### config.mk
export PLATFORM = sky130hd
export DESIGN_NAME = cpc_path_cfg
export DESIGN_NICKNAME = d
export VERILOG_FILES = /design/src/core/cpc_pkg.sv /design/src/core/cpc_reg_if.sv /design/src/core/cpc_axil_slave.sv /design/src/core/cpc_path_cfg.sv
export SDC_FILE = /design/constraint.sdc
export NUM_CORES = 1
export LEC_CHECK = 0
export BUFFER_PORTS_ARGS = -buffer_cell sky130_fd_sc_hd__buf_2
export CAP_MARGIN = 0
export CORE_MARGIN = 2
export CORE_UTILIZATION = 44
export DETAILED_ROUTE_END_ITERATION = 8
export PLACE_DENSITY = 0.77
export SYNTH_ARGS = -nofsm -noshare
export SYNTH_HDL_FRONTEND = slang
export SYNTH_SLANG_ARGS = --single-unit
### constraint.sdc
create_clock -name mclk -period 4.3 [get_ports mclk]
set_clock_uncertainty 0.2 [all_clocks]
set_input_delay 0.215 -clock mclk [delete_from_list [all_inputs] [get_ports mclk]]
set_output_delay 0.215 -clock mclk [all_outputs]
set_load 0.01 [all_outputs]
### src/core/cpc_pkg.sv
// constants, register map and field layout of the clock path configuration
// Summary of operation
// Power-up and every reset set the PLL power-mode field to 01b: PLL off.
// Power-mode code 00b runs the PLL in normal operation, powered on.
// The VCO divider ratio field resets to 010b, a divide ratio of four.
// The VCO divider offers ratios two to six; two is its least division.
// Bypass bit zero, the default, routes the source through the divider.
// Source-select bit zero, the default, takes the external clock input.
// Written values wait until 0x01 is written to the update register.
// PFD polarity bit 7: zero is positive polarity, one is negative.
// PLL on with the external input: internal VCO off, input to prescaler.
// Software sets normal power mode before using the PLL with an ext VCO.
// Software keeps the channel-divider frequency at or below 1600 MHz.
// Software programs reference, dividers, polarity and pump current.
// The active-low chip reset returns all registers to their defaults.
// The update bit clears itself once the pending values are applied.
package cpc_pkg;
  // offsets are register indices: the bus byte address is four times one,
  // since several printed offsets are not word aligned
  localparam logic [11:0] CPC_OFS_PLL_PWR   = 12'h010;
  localparam logic [11:0] CPC_OFS_VCO_DIV   = 12'h1e0;
  localparam logic [11:0] CPC_OFS_PATH_SEL  = 12'h1e1;
  localparam logic [11:0] CPC_OFS_UPDATE    = 12'h232;
  localparam logic [11:0] CPC_OFS_ACTIVE    = 12'h240;
  localparam int          CPC_BIT_POLARITY  = 7;
  localparam int          CPC_BIT_BYPASS    = 0;
  localparam int          CPC_BIT_SRC_VCO   = 1;
  localparam logic [7:0]  CPC_RST_PLL_PWR   = 8'h01;
  localparam logic [7:0]  CPC_RST_VCO_DIV   = 8'h02;
  localparam logic [7:0]  CPC_RST_PATH_SEL  = 8'h00;
  localparam logic [7:0]  CPC_UPDATE_CODE   = 8'h01;
  localparam logic [1:0]  CPC_PWR_NORMAL    = 2'b00;
  localparam logic [1:0]  CPC_PWR_ASYNC_PD  = 2'b01;
  localparam logic [2:0]  CPC_RATIO_BASE    = 3'h2;
  localparam logic [2:0]  CPC_CODE_MAX      = 3'h4;
  localparam logic [1:0]  CPC_RESP_OKAY     = 2'b00;
  localparam logic [1:0]  CPC_RESP_SLVERR   = 2'b10;
endpackage

### src/core/cpc_reg_if.sv
// register access strobes between the bus slave and the configuration core
`timescale 1ns/10ps
`default_nettype none
interface cpc_reg_if;
  logic        wr_en;
  logic [11:0] wr_addr;
  logic [7:0]  wr_data;
  logic [11:0] rd_addr;
  logic [7:0]  rd_data;
  logic        rd_hit;
  logic        wr_hit;
  modport bus (output wr_en, wr_addr, wr_data, rd_addr,
               input rd_data, rd_hit, wr_hit);
  modport core (input wr_en, wr_addr, wr_data, rd_addr,
                output rd_data, rd_hit, wr_hit);
endinterface
`default_nettype wire

### src/core/cpc_axil_slave.sv
// axi4-lite slave that turns bus cycles into register strobes
`timescale 1ns/10ps
`default_nettype none
module cpc_axil_slave
  import cpc_pkg::*;
(
  input  wire logic        mclk,
  input  wire logic        reset,
  input  wire logic [11:0] awaddr,
  input  wire logic        awvalid,
  output logic             awready,
  input  wire logic [31:0] wdata,
  input  wire logic [3:0]  wstrb,
  input  wire logic        wvalid,
  output logic             wready,
  output logic [1:0]       bresp,
  output logic             bvalid,
  input  wire logic        bready,
  input  wire logic [11:0] araddr,
  input  wire logic        arvalid,
  output logic             arready,
  output logic [31:0]      rdata,
  output logic [1:0]       rresp,
  output logic             rvalid,
  input  wire logic        rready,
  cpc_reg_if.bus           rif
);
  logic        aw_held_q;
  logic        w_held_q;
  logic [11:0] aw_q;
  logic [7:0]  wd_q;
  logic        wl_q;

  // each half is taken once and held until the response is accepted
  assign awready = !aw_held_q && !bvalid;
  assign wready  = !w_held_q && !bvalid;
  assign arready = !rvalid;

  always_ff @(posedge mclk)
  begin
    if (reset)
    begin
      aw_held_q <= 1'b0;
      w_held_q  <= 1'b0;
      aw_q      <= 12'h000;
      wd_q      <= 8'h00;
      wl_q      <= 1'b0;
    end
    else if (aw_held_q && w_held_q)
    begin
      aw_held_q <= 1'b0;
      w_held_q  <= 1'b0;
    end
    else
    begin
      if (awvalid && awready)
      begin
        aw_held_q <= 1'b1;
        aw_q      <= {2'b00, awaddr[11:2]};  // byte address to index
      end
      if (wvalid && wready)
      begin
        w_held_q <= 1'b1;
        wd_q     <= wdata[7:0];
        wl_q     <= wstrb[0];
      end
    end
  end

  // one write strobe when both halves are present and lane 0 is enabled; lane 0 holds the data
  assign rif.wr_en   = aw_held_q && w_held_q && wl_q;
  assign rif.wr_addr = aw_q;
  assign rif.wr_data = wd_q;
  assign rif.rd_addr = {2'b00, araddr[11:2]};

  always_ff @(posedge mclk)
  begin
    if (reset)
    begin
      bvalid <= 1'b0;
      bresp  <= CPC_RESP_OKAY;
    end
    else if (aw_held_q && w_held_q)
    begin
      bvalid <= 1'b1;
      bresp  <= rif.wr_hit ? CPC_RESP_OKAY : CPC_RESP_SLVERR;
    end
    else if (bready)
      bvalid <= 1'b0;
  end

  // read data is latched at address acceptance; unmapped reads zero
  always_ff @(posedge mclk)
  begin
    if (reset)
    begin
      rvalid <= 1'b0;
      rdata  <= 32'h0000_0000;
      rresp  <= CPC_RESP_OKAY;
    end
    else if (arvalid && arready)
    begin
      rvalid <= 1'b1;
      rdata  <= {24'h00_0000, rif.rd_data};
      rresp  <= rif.rd_hit ? CPC_RESP_OKAY : CPC_RESP_SLVERR;
    end
    else if (rready)
      rvalid <= 1'b0;
  end
endmodule // cpc_axil_slave
`default_nettype wire

### src/core/cpc_path_cfg.sv
// clock path configuration: pending and active registers, path controls
//
// The AXI4-Lite slave port was left to the implementer.
`timescale 1ns/10ps
`default_nettype none
module cpc_path_cfg
  import cpc_pkg::*;
(
  input  wire logic        mclk,
  input  wire logic        reset,
  input  wire logic        chip_reset_n,
  input  wire logic [11:0] awaddr,
  input  wire logic        awvalid,
  output logic             awready,
  input  wire logic [31:0] wdata,
  input  wire logic [3:0]  wstrb,
  input  wire logic        wvalid,
  output logic             wready,
  output logic [1:0]       bresp,
  output logic             bvalid,
  input  wire logic        bready,
  input  wire logic [11:0] araddr,
  input  wire logic        arvalid,
  output logic             arready,
  output logic [31:0]      rdata,
  output logic [1:0]       rresp,
  output logic             rvalid,
  input  wire logic        rready,
  output logic             pll_power_on,
  output logic             vco_power_on,
  output logic             pfd_negative,
  output logic [2:0]       vco_div_ratio,
  output logic             vco_div_in_path,
  output logic             dist_src_vco,
  output logic             prescaler_from_ext
);
  cpc_reg_if rif ();

  logic       rst_meta_q;
  logic       rst_sync_q;
  logic       cfg_rst;
  logic [7:0] pend_pwr_q;
  logic [7:0] pend_div_q;
  logic [7:0] pend_sel_q;
  logic [7:0] upd_q;
  logic [7:0] act_pwr_q;
  logic [7:0] act_div_q;
  logic [7:0] act_sel_q;
  logic [2:0] ratio_d;

  cpc_axil_slave u_slave (
    .mclk    (mclk),
    .reset   (reset),
    .awaddr  (awaddr),
    .awvalid (awvalid),
    .awready (awready),
    .wdata   (wdata),
    .wstrb   (wstrb),
    .wvalid  (wvalid),
    .wready  (wready),
    .bresp   (bresp),
    .bvalid  (bvalid),
    .bready  (bready),
    .araddr  (araddr),
    .arvalid (arvalid),
    .arready (arready),
    .rdata   (rdata),
    .rresp   (rresp),
    .rvalid  (rvalid),
    .rready  (rready),
    .rif     (rif)
  );

  // chip reset pin comes from outside: two flops before use
  always_ff @(posedge mclk)
  begin
    if (reset)
    begin
      rst_meta_q <= 1'b1;
      rst_sync_q <= 1'b1;
    end
    else
    begin
      rst_meta_q <= chip_reset_n;
      rst_sync_q <= rst_meta_q;
    end
  end

  // either reset restores defaults; the pin adds two cycles of latency
  assign cfg_rst = reset || !rst_sync_q;

  // write decode; only the mapped offsets answer okay
  always_comb
  begin
    unique case (rif.wr_addr)
      CPC_OFS_PLL_PWR, CPC_OFS_VCO_DIV, CPC_OFS_PATH_SEL, CPC_OFS_UPDATE,
      CPC_OFS_ACTIVE: rif.wr_hit = 1'b1;
      default:        rif.wr_hit = 1'b0;
    endcase
  end

  // pending copies: software writes land here and drive nothing yet
  always_ff @(posedge mclk)
  begin
    if (cfg_rst)
    begin
      pend_pwr_q <= CPC_RST_PLL_PWR;
      pend_div_q <= CPC_RST_VCO_DIV;
      pend_sel_q <= CPC_RST_PATH_SEL;
    end
    else if (rif.wr_en)
    begin
      if (rif.wr_addr == CPC_OFS_PLL_PWR)
        pend_pwr_q <= rif.wr_data;
      if (rif.wr_addr == CPC_OFS_VCO_DIV)
        pend_div_q <= {5'h00, rif.wr_data[2:0]};
      if (rif.wr_addr == CPC_OFS_PATH_SEL)
        pend_sel_q <= {6'h00, rif.wr_data[1:0]};
    end
  end

  // update register: set by a write of 0x01, cleared on the same edge that makes the copy
  always_ff @(posedge mclk)
  begin
    if (cfg_rst)
      upd_q <= 8'h00;
    else if (rif.wr_en && rif.wr_addr == CPC_OFS_UPDATE
             && rif.wr_data == CPC_UPDATE_CODE)
      upd_q <= CPC_UPDATE_CODE;
    else
      upd_q <= 8'h00;
  end

  // active copies follow the pending ones only on an update
  always_ff @(posedge mclk)
  begin
    if (cfg_rst)
    begin
      act_pwr_q <= CPC_RST_PLL_PWR;
      act_div_q <= CPC_RST_VCO_DIV;
      act_sel_q <= CPC_RST_PATH_SEL;
    end
    else if (upd_q == CPC_UPDATE_CODE)
    begin
      act_pwr_q <= pend_pwr_q;
      act_div_q <= pend_div_q;
      act_sel_q <= pend_sel_q;
    end
  end

  // codes above the last legal one clamp to divide-by-six
  always_comb
  begin
    if (act_div_q[2:0] > CPC_CODE_MAX)
      ratio_d = 3'(CPC_RATIO_BASE + CPC_CODE_MAX);
    else
      ratio_d = 3'(CPC_RATIO_BASE + act_div_q[2:0]);
  end

  // path controls are registered so they never glitch on an update
  always_ff @(posedge mclk)
  begin
    if (cfg_rst)
    begin
      pll_power_on       <= 1'b0;
      vco_power_on       <= 1'b0;
      pfd_negative       <= 1'b0;
      vco_div_ratio      <= 3'(CPC_RATIO_BASE + CPC_RST_VCO_DIV[2:0]);
      vco_div_in_path    <= 1'b1;
      dist_src_vco       <= 1'b0;
      prescaler_from_ext <= 1'b0;
    end
    else
    begin
      pll_power_on  <= act_pwr_q[1:0] == CPC_PWR_NORMAL;
      pfd_negative  <= act_pwr_q[CPC_BIT_POLARITY];
      vco_div_ratio <= ratio_d;
      vco_div_in_path <= !act_sel_q[CPC_BIT_BYPASS];
      dist_src_vco  <= act_sel_q[CPC_BIT_SRC_VCO];
      // external input routing keeps the internal vco dark
      vco_power_on  <= act_pwr_q[1:0] == CPC_PWR_NORMAL
                       && act_sel_q[CPC_BIT_SRC_VCO];
      prescaler_from_ext <= act_pwr_q[1:0] == CPC_PWR_NORMAL
                            && !act_sel_q[CPC_BIT_SRC_VCO];
    end
  end

  // read mux: pending values, update bit and the active snapshot
  always_comb
  begin
    rif.rd_hit = 1'b1;
    unique case (rif.rd_addr)
      CPC_OFS_PLL_PWR:  rif.rd_data = pend_pwr_q;
      CPC_OFS_VCO_DIV:  rif.rd_data = pend_div_q;
      CPC_OFS_PATH_SEL: rif.rd_data = pend_sel_q;
      CPC_OFS_UPDATE:   rif.rd_data = upd_q;
      CPC_OFS_ACTIVE:   rif.rd_data = {act_pwr_q[CPC_BIT_POLARITY],
                                       act_sel_q[1:0], act_div_q[2:0],
                                       act_pwr_q[1:0]};
      default:
      begin
        rif.rd_data = 8'h00;
        rif.rd_hit  = 1'b0;
      end
    endcase
  end
endmodule // cpc_path_cfg
`default_nettype wire

* Word level (Yosys, flattened, before mapping)
Index checks and enable logic that the tools add are counted.
** Word-level totals
- Register bits :: 80
- Bits of input ports :: 68
- Output and inout bits :: 50
- Logic and storage cells :: 84
** Cells by class
- Add/subtract/negate cells :: 1
- $lt $le $gt $ge :: 1
- Eq/ne operators :: 12
- Mux-type cells :: 11
- Bitwise gates (word level) :: 1
- Reductions and logical operators :: 31
** Operators by type and width (number)
- equality test 10 bit, second input constant :: 4
- equality test 10 x 9 -> 1 bit, second input constant :: 4
- case mux 8 bit (5 select lines) :: 1
- equality test 10 x 5 -> 1 bit, second input constant :: 2
- equality test 8 x 1 -> 1 bit, second input constant :: 2
- logical AND 1 bit :: 11
- AND reduction 2 bit :: 5
- OR reduction 5 bit :: 2
- zero test 1 bit :: 7
- two-way mux 1 bit :: 7
- two-way mux 2 bit :: 3
- nonzero test 2 bit :: 2
- OR reduction 2 bit :: 2
- adder 2 x 3 -> 3 bit, first input constant :: 1
- > comparator 3 bit, second input constant :: 1
- zero test 2 bit :: 1
- logical OR 1 bit :: 1
- NOT 1 bit :: 1

* Longest topological paths before layout
- Word-level depth :: 5
- Mapped depth :: 6
- Depth with buffers taken out :: 4

* By module
From an unflattened synthesis, not the netlist that was laid out.
** Unflattened totals
- Cells, all modules :: 332
- Area total of the unflattened synthesis :: 3030.4 um2
** Modules (own cells, without submodules)
- cpc_axil_slave :: times used 1, cells each 169, area each 1527.7 um2, sequential area each 660.6 um2
- cpc_path_cfg :: times used 1, cells each 163, area each 1502.7 um2, sequential area each 660.6 um2

* Least setup slack after synthesis
Ideal clock, no wire load.
- Kind :: input-to-reg
- From :: input port araddr[8]
- To :: register u_slave.rresp[1]
- Library setup time :: 0.117 ns
- Arrival time :: 1.216 ns
- Required time :: 3.983 ns
- Path slack :: 2.766 ns
- Stages on the path :: 5
- Path buffers :: 1
- Cell sequence :: or3b_1 buf_2 a211oi_1 o21ai_1 a32o_1
** Between the ends
- Longest elaborated chain between the ends :: 4
- Elaborated cells between the ends (all ways) :: 8
- Classes of those cells :: eq/ne: 5; mux: 2; reduce/logical: 1
** Ends and longest elaborated chain
- from (decl) :: line cpc_path_cfg.sv:22 : input wire logic [11:0] araddr,
- equality test 10 bit, or another cell as far along :: line cpc_path_cfg.sv:192 : unique case (rif.rd_addr)
- OR reduction 5 bit (no line) *
- two-way mux 1 bit * :: line cpc_path_cfg.sv:192
- two-way mux 2 bit * :: line cpc_axil_slave.sv:105 : rresp <= rif.rd_hit ? CPC_RESP_OKAY : CPC_RESP_SLVERR;
- to (signal assigned) :: line cpc_axil_slave.sv:105
- to (decl) :: line cpc_axil_slave.sv:23 : output logic [1:0] rresp,
Every way passes the cells marked *; elsewhere a longest branch is shown, timed or not.
A chain may end at the register's enable or synchronous reset.

* Final worst setup path
- From :: register u_slave.aw_q[2], in the netlist u_slave.rif.wr_addr[2]
- To :: register pend_div_q[0]
** Between the ends
- Longest elaborated chain between the ends :: 2
** Ends and longest elaborated chain
- from (decl) :: line cpc_axil_slave.sv:30 : logic [11:0] aw_q;
- from (signal assigned) :: line cpc_axil_slave.sv:59 : aw_q <= {2'b00, awaddr[11:2]};
- equality test 10 x 9 -> 1 bit :: line cpc_path_cfg.sv:115 : if (rif.wr_addr == CPC_OFS_VCO_DIV)
- AND reduction 2 bit (no line)
- to (signal assigned) :: line cpc_path_cfg.sv:116 : pend_div_q <= {5'h00, rif.wr_data[2:0]};
- to (decl) :: line cpc_path_cfg.sv:43 : logic [7:0] pend_div_q;
No other way between the ends.

==> impl_metrics.csv <==
group,metric,value,unit
routing,vias,2646,
clocking,clk_pin_slew,70,ps
final_layout,num_antenna_cells,0,
worst_setup_path,cp_cell_sequence,"nor4b_2, and4b_1, mux2i_1, nor2_1",
synth,syn_area,2930,µm²
final_layout,synthToLayoutAreaGrowth,22.8,%
synth,ys_ff_latch,66,
synth,synthCells,363,
routing,ant_nets,0,
worst_setup_path,crit_buf_inv,0,
power_and_ir_drop,powerDensity,385,nW/µm²
job,max_cap_viol_count,0,
synth,synth-edff-count,0,
timing,min_period_over_period,0.390,
timing,fin_crit,1680,ps
routing,drc_errors,0,
clocking,cts.sinks,66,
final_layout,layout_common_cells,"66 x dfxtp_1, 60 x buf_2, 56 x nand2_1, 37 x a21oi_1",
synth,synthTopCellsByArea,"dfxtp_1 45%, nand2_1 7.2%, buf_4 6.7%, a21oi_1 6.3%, mux2i_1 3.4%",
worst_setup_path,cp_top_family,"simple AND/OR/NAND/NOR gates",
synth,syn_avg_cell_area,8.07,µm²
floorplanning,io-pin-count,118,
timing,worst_slew_pin_slew,746,ps
floorplanning,rows,29,
floorplanning,die_w,85.6,µm
place,dp_hpwl,4.42,mm
final_layout,nets,506,
final_layout,utilization,0.564,
floorplanning,coreArea,6390,µm²
power_and_ir_drop,p_leak,0.00146,µW
routing,wl_per_cell,12.4,µm
timing,rsz0062_at_grt,"no",
synth,yosysTopAreaCell,"dfxtp_1",
worst_setup_path,cp.arrival,1680,ps
floorplanning,initial_core_util,0.459,
synth,yosysSeqAreaShare,0.451,
timing,slew_violations,0,
routing,drt_iter0_markers,93,
floorplanning,die_y,85.6,µm
clocking,clockRootBuffer,"clkbuf_8",
global_routing,grt_max_degree,41,
timing,hold_violations,0,
synth,synthFlopType,"dfxtp_1",
power_and_ir_drop,ir_drop,0.225,mV
status,status,"finished clean",
worst_setup_path,crit_path_top_delay_cell,"nor4b_2",
synth,yosys_warnings,0,
place,port_buffers,60,
clocking,ctsResizeCount,0,
timing,setup-tns-final,0,ps
timing,setup_violations,0,
routing,first_pass_iters,4,
worst_setup_path,crit_required,4300,ps
routing,wirelength,6.44,mm
synth,synthArstFlopShare,0,
clocking,cts_buffers,9,
synth,yosysUniqueCellTypes,44,
timing,max_slew_margin,0.501,
final_layout,final_common_cell,"dfxtp_1",
timing,max_freq,596,MHz
worst_setup_path,crit_type,"reg -> reg",
clocking,cts_max_level,3,
worst_setup_path,critical_path.max_stage_delay,390,ps
global_routing,antenna_found_initial,0,
hold_path,hold_path.class,"in -> reg",
floorplanning,dieArea,7330,µm²
global_routing,grt_pass1_vias,2358,
global_routing,grt_first_pass_wirelength,10.4,mm
place,gp_congestion,0.835,
global_routing,grt-ovfl-total,0,
routing,vias_per_cell,5.10,
clocking,insertion_delay,340,ps
clocking,cts_tree,"built",
synth,synth_top_cell_area_share,0.451,
final_layout,drive_gt1_frac,0.179,
clocking,clock_path_buffers,2,
worst_setup_path,setup.worst_path.end_class,"register",
global_routing,grtUsageTotal,0.178,
worst_setup_path,start_kind,"register",
worst_setup_path,worst-path-max-fanout,4,
## state kept, by name, indices dropped and copies added (netlist names), 2 cells and up
signal / cells
pend_pwr_q: 8
act_div_q: 3
u_slave.rdata: 8
act_sel_q: 2
pend_sel_q: 2
u_slave.rif.wr_data: 8
u_slave.rif.wr_addr: 10
pend_div_q: 3
act_pwr_q: 3
vco_div_ratio: 3
## final cells by class
class	count	area, µm²
clock buffers	10	128
flip-flops and latches	66	1320
fillers	623	2790
inverters	17	63.8
multi-input cells	261	1370
clock inverters	6	105
well taps	77	96.3
repair buffers	82	520
## power breakdown
group,internal [µW],switching (µW)
combinational,51.5,74.5
clock,382,231
sequential,629,16.7
total,1060,322
## worst paths after layout
check / start / endpoint / slack [ps] / cells after the start
setup reg to reg: u_slave.rif.wr_addr[2] / pend_div_q[0] / 2620 / 4
hold / removal: araddr[4] / u_slave.rdata[2] / 40 / 3
setup / recovery: u_slave.rif.wr_addr[2] / pend_div_q[0] / 2620 / 4
hold reg to reg: rst_meta_q / rst_sync_q / 210 / 1
## cells by family after synthesis
group	synth area share
AO/OA/AOI/OAI	0.128
adder cells (fa/ha/maj)	0.00427
buffers and inverters	0.115
flip-flops	0.451
multiplexers	0.0342
other	0.00128
AND/OR/NAND/NOR	0.266
## through the flow
stage	cell area [µm²]	total power, µW	hold WS (ps)	setup WS [ps]	cells
2_1_floorplan	3020	748	119	2770	388
3_3_place_gp	3150	765	199	2370	481
3_5_place_dp	3150	768	202	2300	481
4_1_cts	3600	1390	17.2	2620	519
5_1_grt	3600	1440	38.1	2470	519
6_report	3600	1380	37.1	2620	519
## routing by layer
metal | track usage | vias to the layer above | wire length (µm)
met3 | 0.0635 | 7 | 438
met1 | 0.219 | 1200 | 2850
met4 | 0.0606 | 0 | 75
met2 | 0.290 | 101 | 3070
met5 | 0 | - | 0
li1 | - | 1338 | -
## synth_stat cells, drive strengths merged, types with 2 or more instances
| cell type | instances |
|---|---|
| nor4 | 3 |
| and3 | 2 |
| a21oi | 37 |
| dfxtp | 66 |
| o21ai | 18 |
| or3 | 2 |
| inv | 17 |
| nand3b | 4 |
| clkbuf | 12 |
| or2 | 2 |
| buf | 32 |
| o211ai | 5 |
| nor4b | 3 |
| nor2 | 26 |
| nor3 | 21 |
| and4b | 3 |
| nand2 | 56 |
| nand2b | 6 |
| and2 | 3 |
| mux2i | 10 |
| nand3 | 15 |
| nand4 | 3 |
| nor2b | 2 |
## what timing repair did
item	4_1_cts	5_1_grt
hold buffers	22	0
setup buffers	0	0
endpoints found under the hold margin	22	0
## worst min-delay path: stages
cell and delay, ps:
buf_2 100, or4_1 140, o41ai_1 80
(Power assumes the default switching activity.)
